$ cat src/mailbox_defines.vh
`ifndef MAILBOX_DEFINES_VH
`define MAILBOX_DEFINES_VH

// word offsets inside the result area, relative to its head address
`define MB_FLAG_OFS      16'h0000
`define MB_TRIG_OFS      16'h0001
`define MB_ID_OFS        16'h0002
`define MB_CNT_OFS       16'h0003
`define MB_CHAR0_OFS     16'h0004
`define MB_CHARN_OFS     16'h0102

// flag word values
`define FLAG_RT_BUSY     16'h0001
`define FLAG_RT_DONE     16'h0000
`define FLAG_SQ_FREE     16'h0002
`define FLAG_SQ_FULL     16'h0003

// trigger word values
`define TRIG_WORD_ON     16'h0001
`define TRIG_WORD_OFF    16'h0000

// record limits
`define MAX_READER_CHARS 8'h20
`define ID_MIN           5'h01

// reset values
`define TRIG_RST         1'b0
`define LINK_ERR_RST     1'b0

// host poll interval
`define POLL_TIME_US     10
`define CLK_MHZ          100
`define POLL_CYC         (`POLL_TIME_US * `CLK_MHZ)

// fifo entry layout: {id, last, err, ovf, char}
`define FE_CHAR_LSB      0
`define FE_OVF_BIT       8
`define FE_ERR_BIT       9
`define FE_LAST_BIT      10
`define FE_ID_LSB        11
`define FE_WIDTH         16

`endif

$ cat src/result_fifo.v
`timescale 1ns/1ps
`default_nettype none

module result_fifo #(
  parameter WIDTH = 16,
  parameter DEPTH = 8,
  parameter AW    = 3
) (
  // clock and reset
  input  wire             mclk,
  input  wire             rst_n,
  // fill side
  input  wire             in_valid,
  output reg              in_ready,
  input  wire [WIDTH-1:0] in_data,
  // drain side
  output wire             out_valid,
  input  wire             out_ready,
  output wire [WIDTH-1:0] out_data
);

  reg [WIDTH-1:0] mem_r [0:DEPTH-1];
  reg [AW-1:0]    wp_r;
  reg [AW-1:0]    rp_r;
  reg [AW:0]      cnt_r;

  wire push = in_valid && in_ready;
  wire pop  = out_valid && out_ready;
  wire [AW:0] cnt_nxt = cnt_r + {{AW{1'b0}}, push} - {{AW{1'b0}}, pop};

  assign out_valid = (cnt_r != {(AW+1){1'b0}});
  assign out_data  = mem_r[rp_r];

  always @(posedge mclk) begin
    if (push)
      mem_r[wp_r] <= in_data;
  end

  always @(posedge mclk) begin
    if (!rst_n) begin
      wp_r     <= {AW{1'b0}};
      rp_r     <= {AW{1'b0}};
      cnt_r    <= {(AW+1){1'b0}};
      in_ready <= 1'b0;
    end else begin
      if (push)
        wp_r <= (wp_r == DEPTH[AW-1:0] - 1'b1) ? {AW{1'b0}} : wp_r + 1'b1;
      if (pop)
        rp_r <= (rp_r == DEPTH[AW-1:0] - 1'b1) ? {AW{1'b0}} : rp_r + 1'b1;
      cnt_r    <= cnt_nxt;
      in_ready <= (cnt_nxt != DEPTH[AW:0]);
    end
  end

endmodule
`default_nettype wire

$ cat src/msg_rom.v
`timescale 1ns/1ps
`default_nettype none

module msg_rom #(
  parameter [63:0] ERR_STR = 64'h0000004552524F52,
  parameter [3:0]  ERR_LEN = 4'h5
) (
  // selection
  input  wire       sel_ovf,
  input  wire [2:0] idx,
  // character out
  output wire [7:0] chr,
  output wire [3:0] len
);

  localparam [63:0] OVF_STR = 64'h000000004F564552;
  localparam [3:0]  OVF_LEN = 4'h4;

  wire [63:0] str  = sel_ovf ? OVF_STR : ERR_STR;
  wire [3:0]  slen = sel_ovf ? OVF_LEN : ERR_LEN;
  // characters are right-aligned, first character in the highest used byte
  wire [3:0]  pos  = slen - 4'h1 - {1'b0, idx};
  wire [5:0]  base = {pos[2:0], 3'b000};

  assign chr = str[base +: 8];
  assign len = slen;

endmodule
`default_nettype wire

$ cat src/scan_result_mailbox.v
// Function
// - one result area: flag, trigger, record
// - real-time: flag 0001 while writing record
// - real-time: flag 0000 when record complete
// - sequential: write only while flag 0002
// - sequential: flag 0003 after record written
// - host rewrites 0002; device waits for it
// - reader overflow delivers overflow string
// - trigger word 0001 on, 0000 off
// - setting disables trigger word use
// - reader id at +2, count at +3
// - ascii characters one per word from +4
// - read failure delivers error string
// - write only counted chars, at most 32
// - link error halts until test switch
// - both link ends use matching framing
`timescale 1ns/1ps
`default_nettype none
`include "mailbox_defines.vh"

module scan_result_mailbox #(
  parameter        POLL_CYC = `POLL_CYC,
  parameter        FDEPTH   = 8,
  parameter        FAW      = 3,
  parameter [63:0] ERR_STR  = 64'h0000004552524F52,
  parameter [3:0]  ERR_LEN  = 4'h5
) (
  // clock and reset
  input  wire        mclk,
  input  wire        rst_n,
  // settings
  input  wire        seq_mode,
  input  wire        trig_used,
  // operator
  input  wire        test_sw,
  output reg         link_err,
  // host memory word access
  output reg         mem_req,
  output reg         mem_we,
  output reg  [15:0] mem_addr,
  output reg  [15:0] mem_wdata,
  input  wire        mem_ack,
  input  wire        mem_err,
  input  wire [15:0] mem_rdata,
  // reader result stream
  input  wire        rd_valid,
  output wire        rd_ready,
  input  wire [4:0]  rd_id,
  input  wire [7:0]  rd_char,
  input  wire        rd_last,
  input  wire        rd_err,
  input  wire        rd_ovf,
  // reader trigger and status
  output reg         trig_on,
  output reg         rec_done,
  output reg         busy
);

  localparam [3:0] S_IDLE  = 4'h0;
  localparam [3:0] S_TRIG  = 4'h1;
  localparam [3:0] S_FLAGR = 4'h2;
  localparam [3:0] S_BUSYW = 4'h3;
  localparam [3:0] S_CHAR  = 4'h4;
  localparam [3:0] S_MSG   = 4'h5;
  localparam [3:0] S_DRAIN = 4'h6;
  localparam [3:0] S_ID    = 4'h7;
  localparam [3:0] S_CNT   = 4'h8;
  localparam [3:0] S_DONE  = 4'h9;
  localparam [3:0] S_ERR   = 4'hA;

  localparam integer POLL_M1   = POLL_CYC - 1;
  localparam [15:0]  POLL_LAST = POLL_M1[15:0];

  reg  [3:0]  state_r;
  reg  [15:0] poll_r;
  reg  [4:0]  id_r;
  reg  [7:0]  cnt_r;
  reg  [2:0]  midx_r;
  reg         movf_r;
  reg         test_d_r;
  reg         trig_turn_r;
  reg         h_last_seen_n;

  wire                 f_valid;
  wire [`FE_WIDTH-1:0] f_data;
  wire [7:0]           m_chr;
  wire [3:0]           m_len;

  wire [7:0] h_char = f_data[`FE_CHAR_LSB +: 8];
  wire       h_ovf  = f_data[`FE_OVF_BIT];
  wire       h_err  = f_data[`FE_ERR_BIT];
  wire       h_last = f_data[`FE_LAST_BIT];
  wire [4:0] h_id   = f_data[`FE_ID_LSB +: 5];

  wire poll_due  = (poll_r == 16'h0000);
  wire test_rise = test_sw && !test_d_r;
  wire issue     = !mem_req;
  wire done_ok   = mem_req && mem_ack && !mem_err;
  wire ack_bad   = mem_req && mem_ack && mem_err;

  // outcome of a finished trigger poll
  wire trig_seen = (state_r == S_TRIG) && done_ok;
  wire trig_set  = trig_seen && (mem_rdata == `TRIG_WORD_ON);
  wire trig_clr  = trig_seen && (mem_rdata == `TRIG_WORD_OFF);

  // the reader holds back results while the fifo is full
  wire f_pop = f_valid && issue &&
               ((state_r == S_CHAR) || (state_r == S_DRAIN));

  result_fifo #(
    .WIDTH (`FE_WIDTH),
    .DEPTH (FDEPTH),
    .AW    (FAW)
  ) u_fifo (
    .mclk      (mclk),
    .rst_n     (rst_n),
    .in_valid  (rd_valid),
    .in_ready  (rd_ready),
    .in_data   ({rd_id, rd_last, rd_err, rd_ovf, rd_char}),
    .out_valid (f_valid),
    .out_ready (f_pop),
    .out_data  (f_data)
  );

  msg_rom #(
    .ERR_STR (ERR_STR),
    .ERR_LEN (ERR_LEN)
  ) u_msg (
    .sel_ovf (movf_r),
    .idx     (midx_r),
    .chr     (m_chr),
    .len     (m_len)
  );

  always @(posedge mclk) begin
    if (!rst_n) begin
      state_r     <= S_IDLE;
      poll_r      <= 16'h0000;
      id_r        <= `ID_MIN;
      cnt_r       <= 8'h00;
      midx_r      <= 3'h0;
      movf_r      <= 1'b0;
      test_d_r    <= 1'b0;
      trig_turn_r <= 1'b0;
      mem_req     <= 1'b0;
      mem_we      <= 1'b0;
      mem_addr    <= 16'h0000;
      mem_wdata   <= 16'h0000;
      rec_done    <= 1'b0;
      busy        <= 1'b0;
    end else begin
      test_d_r <= test_sw;
      rec_done <= 1'b0;
      if (!poll_due)
        poll_r <= poll_r - 16'h0001;
      if (mem_req && mem_ack)
        mem_req <= 1'b0;
      // any failed host access stops the link until the operator acts
      if (ack_bad) begin
        state_r  <= S_ERR;
        busy     <= 1'b0;
      end else begin
        case (state_r)
          S_IDLE: begin
            busy <= 1'b0;
            if (poll_due && trig_used && trig_turn_r) begin
              trig_turn_r <= 1'b0;
              mem_req     <= 1'b1;
              mem_we      <= 1'b0;
              mem_addr    <= `MB_TRIG_OFS;
              state_r     <= S_TRIG;
            end else if (f_valid && seq_mode && poll_due) begin
              trig_turn_r <= 1'b1;
              mem_req     <= 1'b1;
              mem_we      <= 1'b0;
              mem_addr    <= `MB_FLAG_OFS;
              state_r     <= S_FLAGR;
            end else if (f_valid && !seq_mode) begin
              trig_turn_r <= 1'b1;
              busy        <= 1'b1;
              cnt_r       <= 8'h00;
              mem_req     <= 1'b1;
              mem_we      <= 1'b1;
              mem_addr    <= `MB_FLAG_OFS;
              mem_wdata   <= `FLAG_RT_BUSY;
              state_r     <= S_BUSYW;
            end else if (poll_due) begin
              trig_turn_r <= 1'b1;
            end
          end
          S_TRIG: begin
            if (done_ok) begin
              poll_r  <= POLL_LAST;
              state_r <= S_IDLE;
            end
          end
          S_FLAGR: begin
            if (done_ok) begin
              if (mem_rdata == `FLAG_SQ_FREE) begin
                busy    <= 1'b1;
                cnt_r   <= 8'h00;
                state_r <= S_CHAR;
              end else begin
                poll_r  <= POLL_LAST;
                state_r <= S_IDLE;
              end
            end
          end
          S_BUSYW: begin
            if (done_ok)
              state_r <= S_CHAR;
          end
          S_CHAR: begin
            if (issue && f_valid) begin
              id_r <= h_id;
              if (h_err || h_ovf) begin
                // the whole record is replaced by the message string
                movf_r  <= h_ovf;
                midx_r  <= 3'h0;
                cnt_r   <= 8'h00;
                state_r <= S_MSG;
                if (!h_last)
                  trig_turn_r <= trig_turn_r;
              end else if (cnt_r < `MAX_READER_CHARS) begin
                mem_req   <= 1'b1;
                mem_we    <= 1'b1;
                mem_addr  <= `MB_CHAR0_OFS + {8'h00, cnt_r};
                mem_wdata <= {8'h00, h_char};
                cnt_r     <= cnt_r + 8'h01;
                if (h_last)
                  state_r <= S_ID;
              end else if (h_last) begin
                state_r <= S_ID;
              end
            end
          end
          S_MSG: begin
            if (issue && !(mem_req && mem_ack)) begin
              if ({1'b0, midx_r} < m_len) begin
                mem_req   <= 1'b1;
                mem_we    <= 1'b1;
                mem_addr  <= `MB_CHAR0_OFS + {13'h0000, midx_r};
                mem_wdata <= {8'h00, m_chr};
                midx_r    <= midx_r + 3'h1;
                cnt_r     <= cnt_r + 8'h01;
              end else begin
                if (h_last_seen_n)
                  state_r <= S_DRAIN;
                else
                  state_r <= S_ID;
              end
            end
          end
          S_DRAIN: begin
            if (issue && f_valid && h_last)
              state_r <= S_ID;
          end
          S_ID: begin
            if (issue && !(mem_req && mem_ack)) begin
              // characters first, header words next, flag word last
              mem_req   <= 1'b1;
              mem_we    <= 1'b1;
              mem_addr  <= `MB_ID_OFS;
              mem_wdata <= {11'h000, id_r};
              state_r   <= S_CNT;
            end
          end
          S_CNT: begin
            // at least one idle cycle after each acknowledge before the next request
            if (issue) begin
              mem_req   <= 1'b1;
              mem_we    <= 1'b1;
              mem_addr  <= `MB_CNT_OFS;
              mem_wdata <= {8'h00, cnt_r};
              state_r   <= S_DONE;
            end
          end
          S_DONE: begin
            if (issue && mem_addr == `MB_CNT_OFS) begin
              mem_req   <= 1'b1;
              mem_we    <= 1'b1;
              mem_addr  <= `MB_FLAG_OFS;
              mem_wdata <= seq_mode ? `FLAG_SQ_FULL : `FLAG_RT_DONE;
            end else if (done_ok && mem_addr == `MB_FLAG_OFS) begin
              rec_done <= 1'b1;
              busy     <= 1'b0;
              poll_r   <= POLL_LAST;
              state_r  <= S_IDLE;
            end
          end
          S_ERR: begin
            // no request leaves while the link is halted
            mem_req <= 1'b0;
            if (test_rise) begin
              state_r <= S_IDLE;
            end
          end
          default: begin
            state_r <= S_IDLE;
          end
        endcase
      end
    end
  end

  // a message record still owes the rest of its reader beats unless the
  // bad beat was itself the last one
  always @(posedge mclk) begin
    if (!rst_n)
      h_last_seen_n <= 1'b0;
    else if (state_r == S_CHAR && issue && f_valid && (h_err || h_ovf))
      h_last_seen_n <= !h_last;
  end

  // trigger follows the last polled trigger word; other values keep it
  always @(posedge mclk) begin
    if (!rst_n)
      trig_on <= `TRIG_RST;
    else if (!trig_used)
      trig_on <= 1'b0;
    else if (trig_set)
      trig_on <= 1'b1;
    else if (trig_clr)
      trig_on <= 1'b0;
  end

  // a failed access halts the link until the operator presses the test switch
  always @(posedge mclk) begin
    if (!rst_n)
      link_err <= `LINK_ERR_RST;
    else if (ack_bad)
      link_err <= 1'b1;
    else if (state_r == S_ERR && test_rise)
      link_err <= 1'b0;
  end

endmodule
`default_nettype wire

$ cat config.mk
export PLATFORM = sky130hd
export DESIGN_NAME = scan_result_mailbox
export DESIGN_NICKNAME = d
export VERILOG_FILES = /design/src/result_fifo.v /design/src/msg_rom.v /design/src/scan_result_mailbox.v
export VERILOG_INCLUDE_DIRS = /design/src
export SDC_FILE = /design/constraint.sdc
export NUM_CORES = 1
export LEC_CHECK = 0
export BUFFER_PORTS_ARGS = -buffer_cell sky130_fd_sc_hd__buf_2
export CELL_PAD_IN_SITES_DETAIL_PLACEMENT = 0
export CELL_PAD_IN_SITES_GLOBAL_PLACEMENT = 1
export CORE_AREA = 4 4 159 161
export DETAILED_ROUTE_END_ITERATION = 12
export DIE_AREA = 0 0 163 165
export PLACE_DENSITY_LB_ADDON = 0.1
export SETUP_SLACK_MARGIN = 0.15
export SYNTH_ARGS = -nofsm -noshare
export SYNTH_HDL_FRONTEND = slang
export SYNTH_SLANG_ARGS = --single-unit
$ cat constraint.sdc
create_clock -name mclk -period 2.4 [get_ports mclk]
set_input_delay 0.48 -clock mclk [delete_from_list [all_inputs] [get_ports mclk]]
set_output_delay 0.48 -clock mclk [all_outputs]
set_load 0.03 [all_outputs]
# --- Yosys cells after proc, flatten, opt, wreduce, memory -nomap -nowiden ---
# Memory sizes are Yosys's and may differ from the RTL's. A register that Yosys moved wholly into a read port is not among the register bits.
# Cells that the tools add are included.
op_classes:
  addsub: 11
  magnitude_cmp: 2
  n_eq_ne: 54
  shifts: 1
  mux: 121
  bitwise: 3
  reduce_logical: 57
ops:
  columns: ["op", "count"]
  rows:
  - ["$mux W16", 29]
  - ["$pmux W16 S6", 2]
  - ["$mux W8", 10]
  - ["$mux W4", 18]
  - ["$shiftx A64 B7 Y8", 1]
  - ["$logic_not A16 Y1", 3]
  - ["$pmux W16 S3", 1]
  - ["$mux W1", 44]
  - ["$pmux W4 S11", 1]
  - ["$mux W39", 1]
  - ["$ne A2 B2 Y1 const B", 17]
  - ["$eq A16 B2 Y1 const B", 2]
  - ["$pmux W8 S4", 1]
  - ["$ne A3 B3 Y1 const B", 10]
  - ["$reduce_and A14 Y1", 2]
  - ["$mux W3", 9]
  - ["$logic_and A1 B1 Y1", 24]
  - ["$reduce_and A11 Y1", 2]
  - ["$eq A16 B1 Y1 const B", 1]
  - ["$eq A4 B3 Y1 const B", 4]
  - ["$sub A16 B1 Y16 const B", 1]
  - ["$reduce_and A13 Y1", 1]
  - ["$eq A4 B4 Y1 const B", 3]
  - ["$reduce_bool A4 Y1", 3]
  - ["other kinds (38)", 59]
totals:
  regBits: 89
  ram_bits: 128
  inputBits: 40
  output_inout_bits: 39
  word_cells: 272
  memories: 1
memory_table:
  columns: ["name", "depth", "word_bits", "read_ports", "rd_ports_with_merged_regs", "write_ports", "line_no", "text"]
  rows:
  - ["u_fifo.mem_r", 8, 16, 1, 1, 1, "result_fifo.v:22", "reg [WIDTH-1:0] mem_r [0:DEPTH-1];"]

# --- Logic depth before layout (Yosys ltp) ---
logic_depth:
  word_depth: 7
  ltp_mapped: 14
  ltp_nobuf: 14

# --- Hierarchy ---
# A second synthesis with hierarchy kept.
unflattened:
  cells_unflattened: 807
  area_unflattened_um2: 9844.4
by_module_without_submodules:
  columns: ["module", "n_inst", "cells_per_inst", "area_each_um2", "seq_area_each_um2"]
  rows:
  - ["result_fifo", 1, 269, 5641.7, 4124.0]
  - ["scan_result_mailbox", 1, 512, 3998.8, 1261.2]
  - ["msg_rom", 1, 26, 203.9, 0.0]

# --- Worst setup path before layout ---
# No wires, ideal clock.
synth_path:
  kind: "reg-to-reg"
  startpoint: "register u_fifo.in_ready"
  endpoint: "memory u_fifo.mem_r[0][0] (enable)"
  setup_time_ns: 0.430
  t_arrival_ns: 2.320
  t_required_ns: 1.970
  slack_ns: -0.350
  path_stages_with_launch: 3
  n_path_buf: 0
  synth_period_minus_slack_ns: 2.750
  cell_sequence: "dfxtp_1 nand2_1 nor4_1"
synth_between:
  elab_chain_cells: 3
synth_lines:
  columns: ["element", "line_no", "text"]
  rows:
  - ["from (decl)", "result_fifo.v:14", "output reg in_ready,"]
  - ["from (signal assigned)", "result_fifo.v:51", "in_ready <= (cnt_nxt != DEPTH[AW:0]);"]
  - ["$logic_and A1 B1 Y1", "result_fifo.v:27", "wire push = in_valid && in_ready;"]
  - ["$mux W1", "result_fifo.v:35", "if (push)"]
  - ["$mux W1 (implied by the code)", "result_fifo.v:36", "mem_r[wp_r] <= in_data;"]
  - ["to (decl)", "result_fifo.v:22", null]
# No other way between the ends.

# --- Final worst setup path ---
layout_path:
  startpoint: "register u_fifo.cnt_r[2]"
  endpoint: "register cnt_r[6]"
layout_between:
  elab_chain_cells: 5
  elab_cells_between_ends: 9
  classes_between: "eq/ne: 3; reduce/logical: 6"
layout_lines:
  columns: ["element", "line_no", "text"]
  rows:
  - ["from (decl)", "result_fifo.v:25", "reg [AW:0] cnt_r;"]
  - ["from (signal assigned)", "result_fifo.v:43", "cnt_r <= {(AW+1){1'b0}};"]
  - ["from (signal assigned)", "result_fifo.v:50", "cnt_r <= cnt_nxt;"]
  - ["$reduce_bool A4 Y1 (*)", "result_fifo.v:31", "assign out_valid = (cnt_r != {(AW+1){1'b0}});"]
  - ["$logic_and A1 B1 Y1 (2 in a row)", "scan_result_mailbox.v:172", "end else if (f_valid && seq_mode && poll_due) begin"]
  - ["$ne A2 B2 Y1 (no line)", null, null]
  - ["$reduce_and A11 Y1 (no line) (*)", null, null]
  - ["to (signal assigned)", "scan_result_mailbox.v:229", "cnt_r <= cnt_r + 8'h01;"]
  - ["to (signal assigned)", "scan_result_mailbox.v:245", "cnt_r <= cnt_r + 8'h01;"]
  - ["to (decl)", "scan_result_mailbox.v:77", "reg [7:0] cnt_r;"]
# Mark *: on every way between the ends. The rest lies on a longest branch, timed or not.
# A chain may end at the register's enable or synchronous reset.

==> metrics.txt <==
I/O Buffers 63; Post-synth EDFFs 128; GP Congestion 0.864; Initial Utilization 39.1%; worst endpoint required time 2850 ps; die span in y 165 um; Core Area 24000 um2; Post-CTS Hold Buffers 0; antenna fix cells 0; initial antenna violation count 0; clk sinks 205; Clk pin slew, worst setup/hold paths 70 ps; Fin Setup TNS 0 ps; clk root buf clkbuf_16; layout cells sized above 1 35.4%; nets@finish 946; maximum VDD drop 0.579 mV; DRT iter0 DRCs 404; Worst-Skew Late Latency 520 ps; Post-Synth Adder-Cell Area 2.75%; Post-DP HPWL 16.1 mm; WHS 170 ps; P per Cell Area 1010 nW/um2; row count 57; WP data arrival 2820 ps; worst min path class in2reg; Max Slew Vio Count 0; Die X 163 um; via count 6553; max_slew headroom 59.2%; largest net degree at the start of global routing 36; complex-gate fraction of the synthesized area 9.56%; Die Area 26900 um2; H-tree Lvls 1; I/O pins 79; crit end category flip-flop; simple-gate area share of the yosys netlist 13.6%; Max Root-Sink Buffers 3; P_leak 4.25 nW; post-synthesis cell type count 80; Main synth FF type edfxtp_1; xor and xnor area share after synthesis 1.68%; drt first pass iters 6; first-pass GRT wire length 37.1 mm; Mapped Avg Cell Area 12.6 um2; maximum clock frequency 423 MHz; register bit count reported by yosys 205; vias in the first global route 6662; minimum clock period 2360 ps; RSZ-0062 raised after global routing true; overall routed net length 23.9 mm; largest family of logic cells by synthesized area simple AND/OR/NAND/NOR gates; Via-to-Cell Ratio 5.35; Num CTS Buffers 23; Cells after Synth 741; count of final hold-check violations 0; crit-path max FO 7; DRC Markers 0; Tot GR Track Use 17.6%; Async SR Flop Fraction 0%; mux cell area share after synthesis 10.9%; Tot Pwr 12.0 mW; WS Path Type reg2reg; final worst-path cycle share 98.5%; yosys warns 0; final setup fails 0; CTS tree yes; residual overflow from global routing 0; skew final 11.8 ps; Area growth syn-to-layout 26.7%; sequential share of the synthesized area 57.5%; Routed Antenna Nets 0; Syn Std Cell Area 9370 um2; max_cap viols 0; crit path launch type flip-flop; DR WL/cell 19.5 um; status finished clean; Least-Margin Pin Slew 610 ps
-- Yosys cell counts, types with 3 or more instances --
cell	count	share of area, %
edfxtp_1	128	41
dfxtp_1	77	16
nand2_1	63	2.5
nor2_1	51	2.0
a21oi_1	43	2.3
mux4_2	29	7.0
buf_4	22	1.8
mux2i_1	22	2.3
ha_1	19	2.5
nor3_1	19	1.0
clkbuf_1	18	0.72
nand3_1	18	0.96
inv_1	17	0.68
o21ai_0	16	0.85
nor4_1	13	0.87
xnor2_1	12	1.1
o31ai_1	10	0.80
nand2b_1	9	0.60
and3_1	8	0.53
nand4_1	8	0.53
nor2b_1	8	0.53
buf_2	7	0.37
a211oi_1	6	0.48
a311oi_1	6	0.56
or4_1	6	0.48
xor2_1	6	0.56
a31oi_1	5	0.33
and2_1	5	0.33
mux2_2	4	0.48
nand3b_1	4	0.32
o21ai_1	4	0.21
o22ai_1	4	0.27
or3_1	4	0.27
a21boi_0	3	0.24
a221oi_1	3	0.28
and4_1	3	0.28
buf_1	3	0.12
mux4_1	3	0.84
o21bai_1	3	0.24
-- worst max-delay path: stages, from the launching register on --
cell      delay (ps)
dfxtp_2          320
inv_2             30
ha_2             160
nor3b_4          150
or2_4            260
o21bai_4         180
a2111o_2         450
buf_6            150
or4_4            480
a21oi_2          120
-- state kept, by name (all words and copies together), names as in the netlist, 3 cells and up, named ones only --
register      count
u_fifo.mem_r    128
poll_r           16
mem_addr          9
cnt_r             8
mem_wdata         8
id_r              5
state_r           4
u_fifo.cnt_r      4
midx_r            3
u_fifo.rp_r       3
u_fifo.wp_r       3
-- cells by family after synthesis --
| logic type | count (synthesis) |
|---|---|
| compound gates | 128 |
| buf+inv | 70 |
| other cells | 1 |
| flops | 205 |
| mux | 60 |
| xor+xnor | 18 |
| simple gates | 239 |
| fa+ha+maj | 20 |
-- placed cells by master (no fill, tap or decap), types with 9 or more instances in the layout --
master     count
edfxtp_1     128
buf_4         78
dfxtp_1       70
buf_2         63
nand2_1       61
nor2_1        48
a21oi_1       33
mux4_2        30
clkbuf_16     24
mux2i_1       21
nand3_1       18
o21ai_0       16
conb_1        15
nor3_1        14
ha_1          14
a21oi_2       11
inv_1         10
nand2b_1       9
nor4_1         9
xnor2_1        9
buf_6          9
-- per-stage QoR --
stage               std cells  setup WS, ps  cell area [um2]  util, %
global placement         1166          -134            10500     44.0
detailed placement       1166          -245            10500     44.0
CTS                      1216         -11.1            11600     48.5
floorplan                 755          -112             9470        -
global route             1226         -26.7            11900     49.6
finish                   1226          36.3            11900     49.6
-- worst paths after layout --
| path | from | to | slack (ps) | depth (start not counted) |
|---|---|---|---|---|
| setup reg to reg | u_fifo.cnt_r[2]$_SDFF_PN0_ | cnt_r[6]$_SDFFE_PN0P_ | 40 | 9 |
| hold / removal | test_sw | test_d_r$_SDFF_PN0_ | 170 | 2 |
| setup / recovery | u_fifo.cnt_r[2]$_SDFF_PN0_ | cnt_r[6]$_SDFFE_PN0P_ | 40 | 9 |
| hold reg to reg | mem_wdata[6]$_SDFFE_PN0P_ | mem_wdata[6]$_SDFFE_PN0P_ | 470 | 2 |
-- where the power goes --
part / internal [mW] / leakage [nW] / switching [mW]
combinational: 1.95 / 2.09 / 2.23
sequential: 4.05 / 1.79 / 0.254
clock: 2.15 / 0.380 / 1.41
total: 8.14 / 4.25 / 3.89
-- layer usage --
layer	wire (um)	global-route usage, %
met3	989	2.89
met4	827	5.95
met1	10100	22.3
met5	0	0
met2	12100	30.8
-- repair_timing --
action,4_1_cts,5_1_grt
pin swaps,20,18
gates resized for setup,50,37
cloned,1,1
setup endpoints to repair,33,35
buffers inserted,8,9
hold endpoints to repair,0,0
-- area by class of cell --
cell class,instances,area [um2]
Sequential cell,205,5400
Multi-Input combinational cell,481,4090
Fill cell,2167,12100
Timing Repair Buffer,157,1150
Inverter,18,70.1
Clock inverter,15,166
Tap cell,324,405
Clock buffer,26,607
Note: power is estimated with default switching activity, not from simulation.
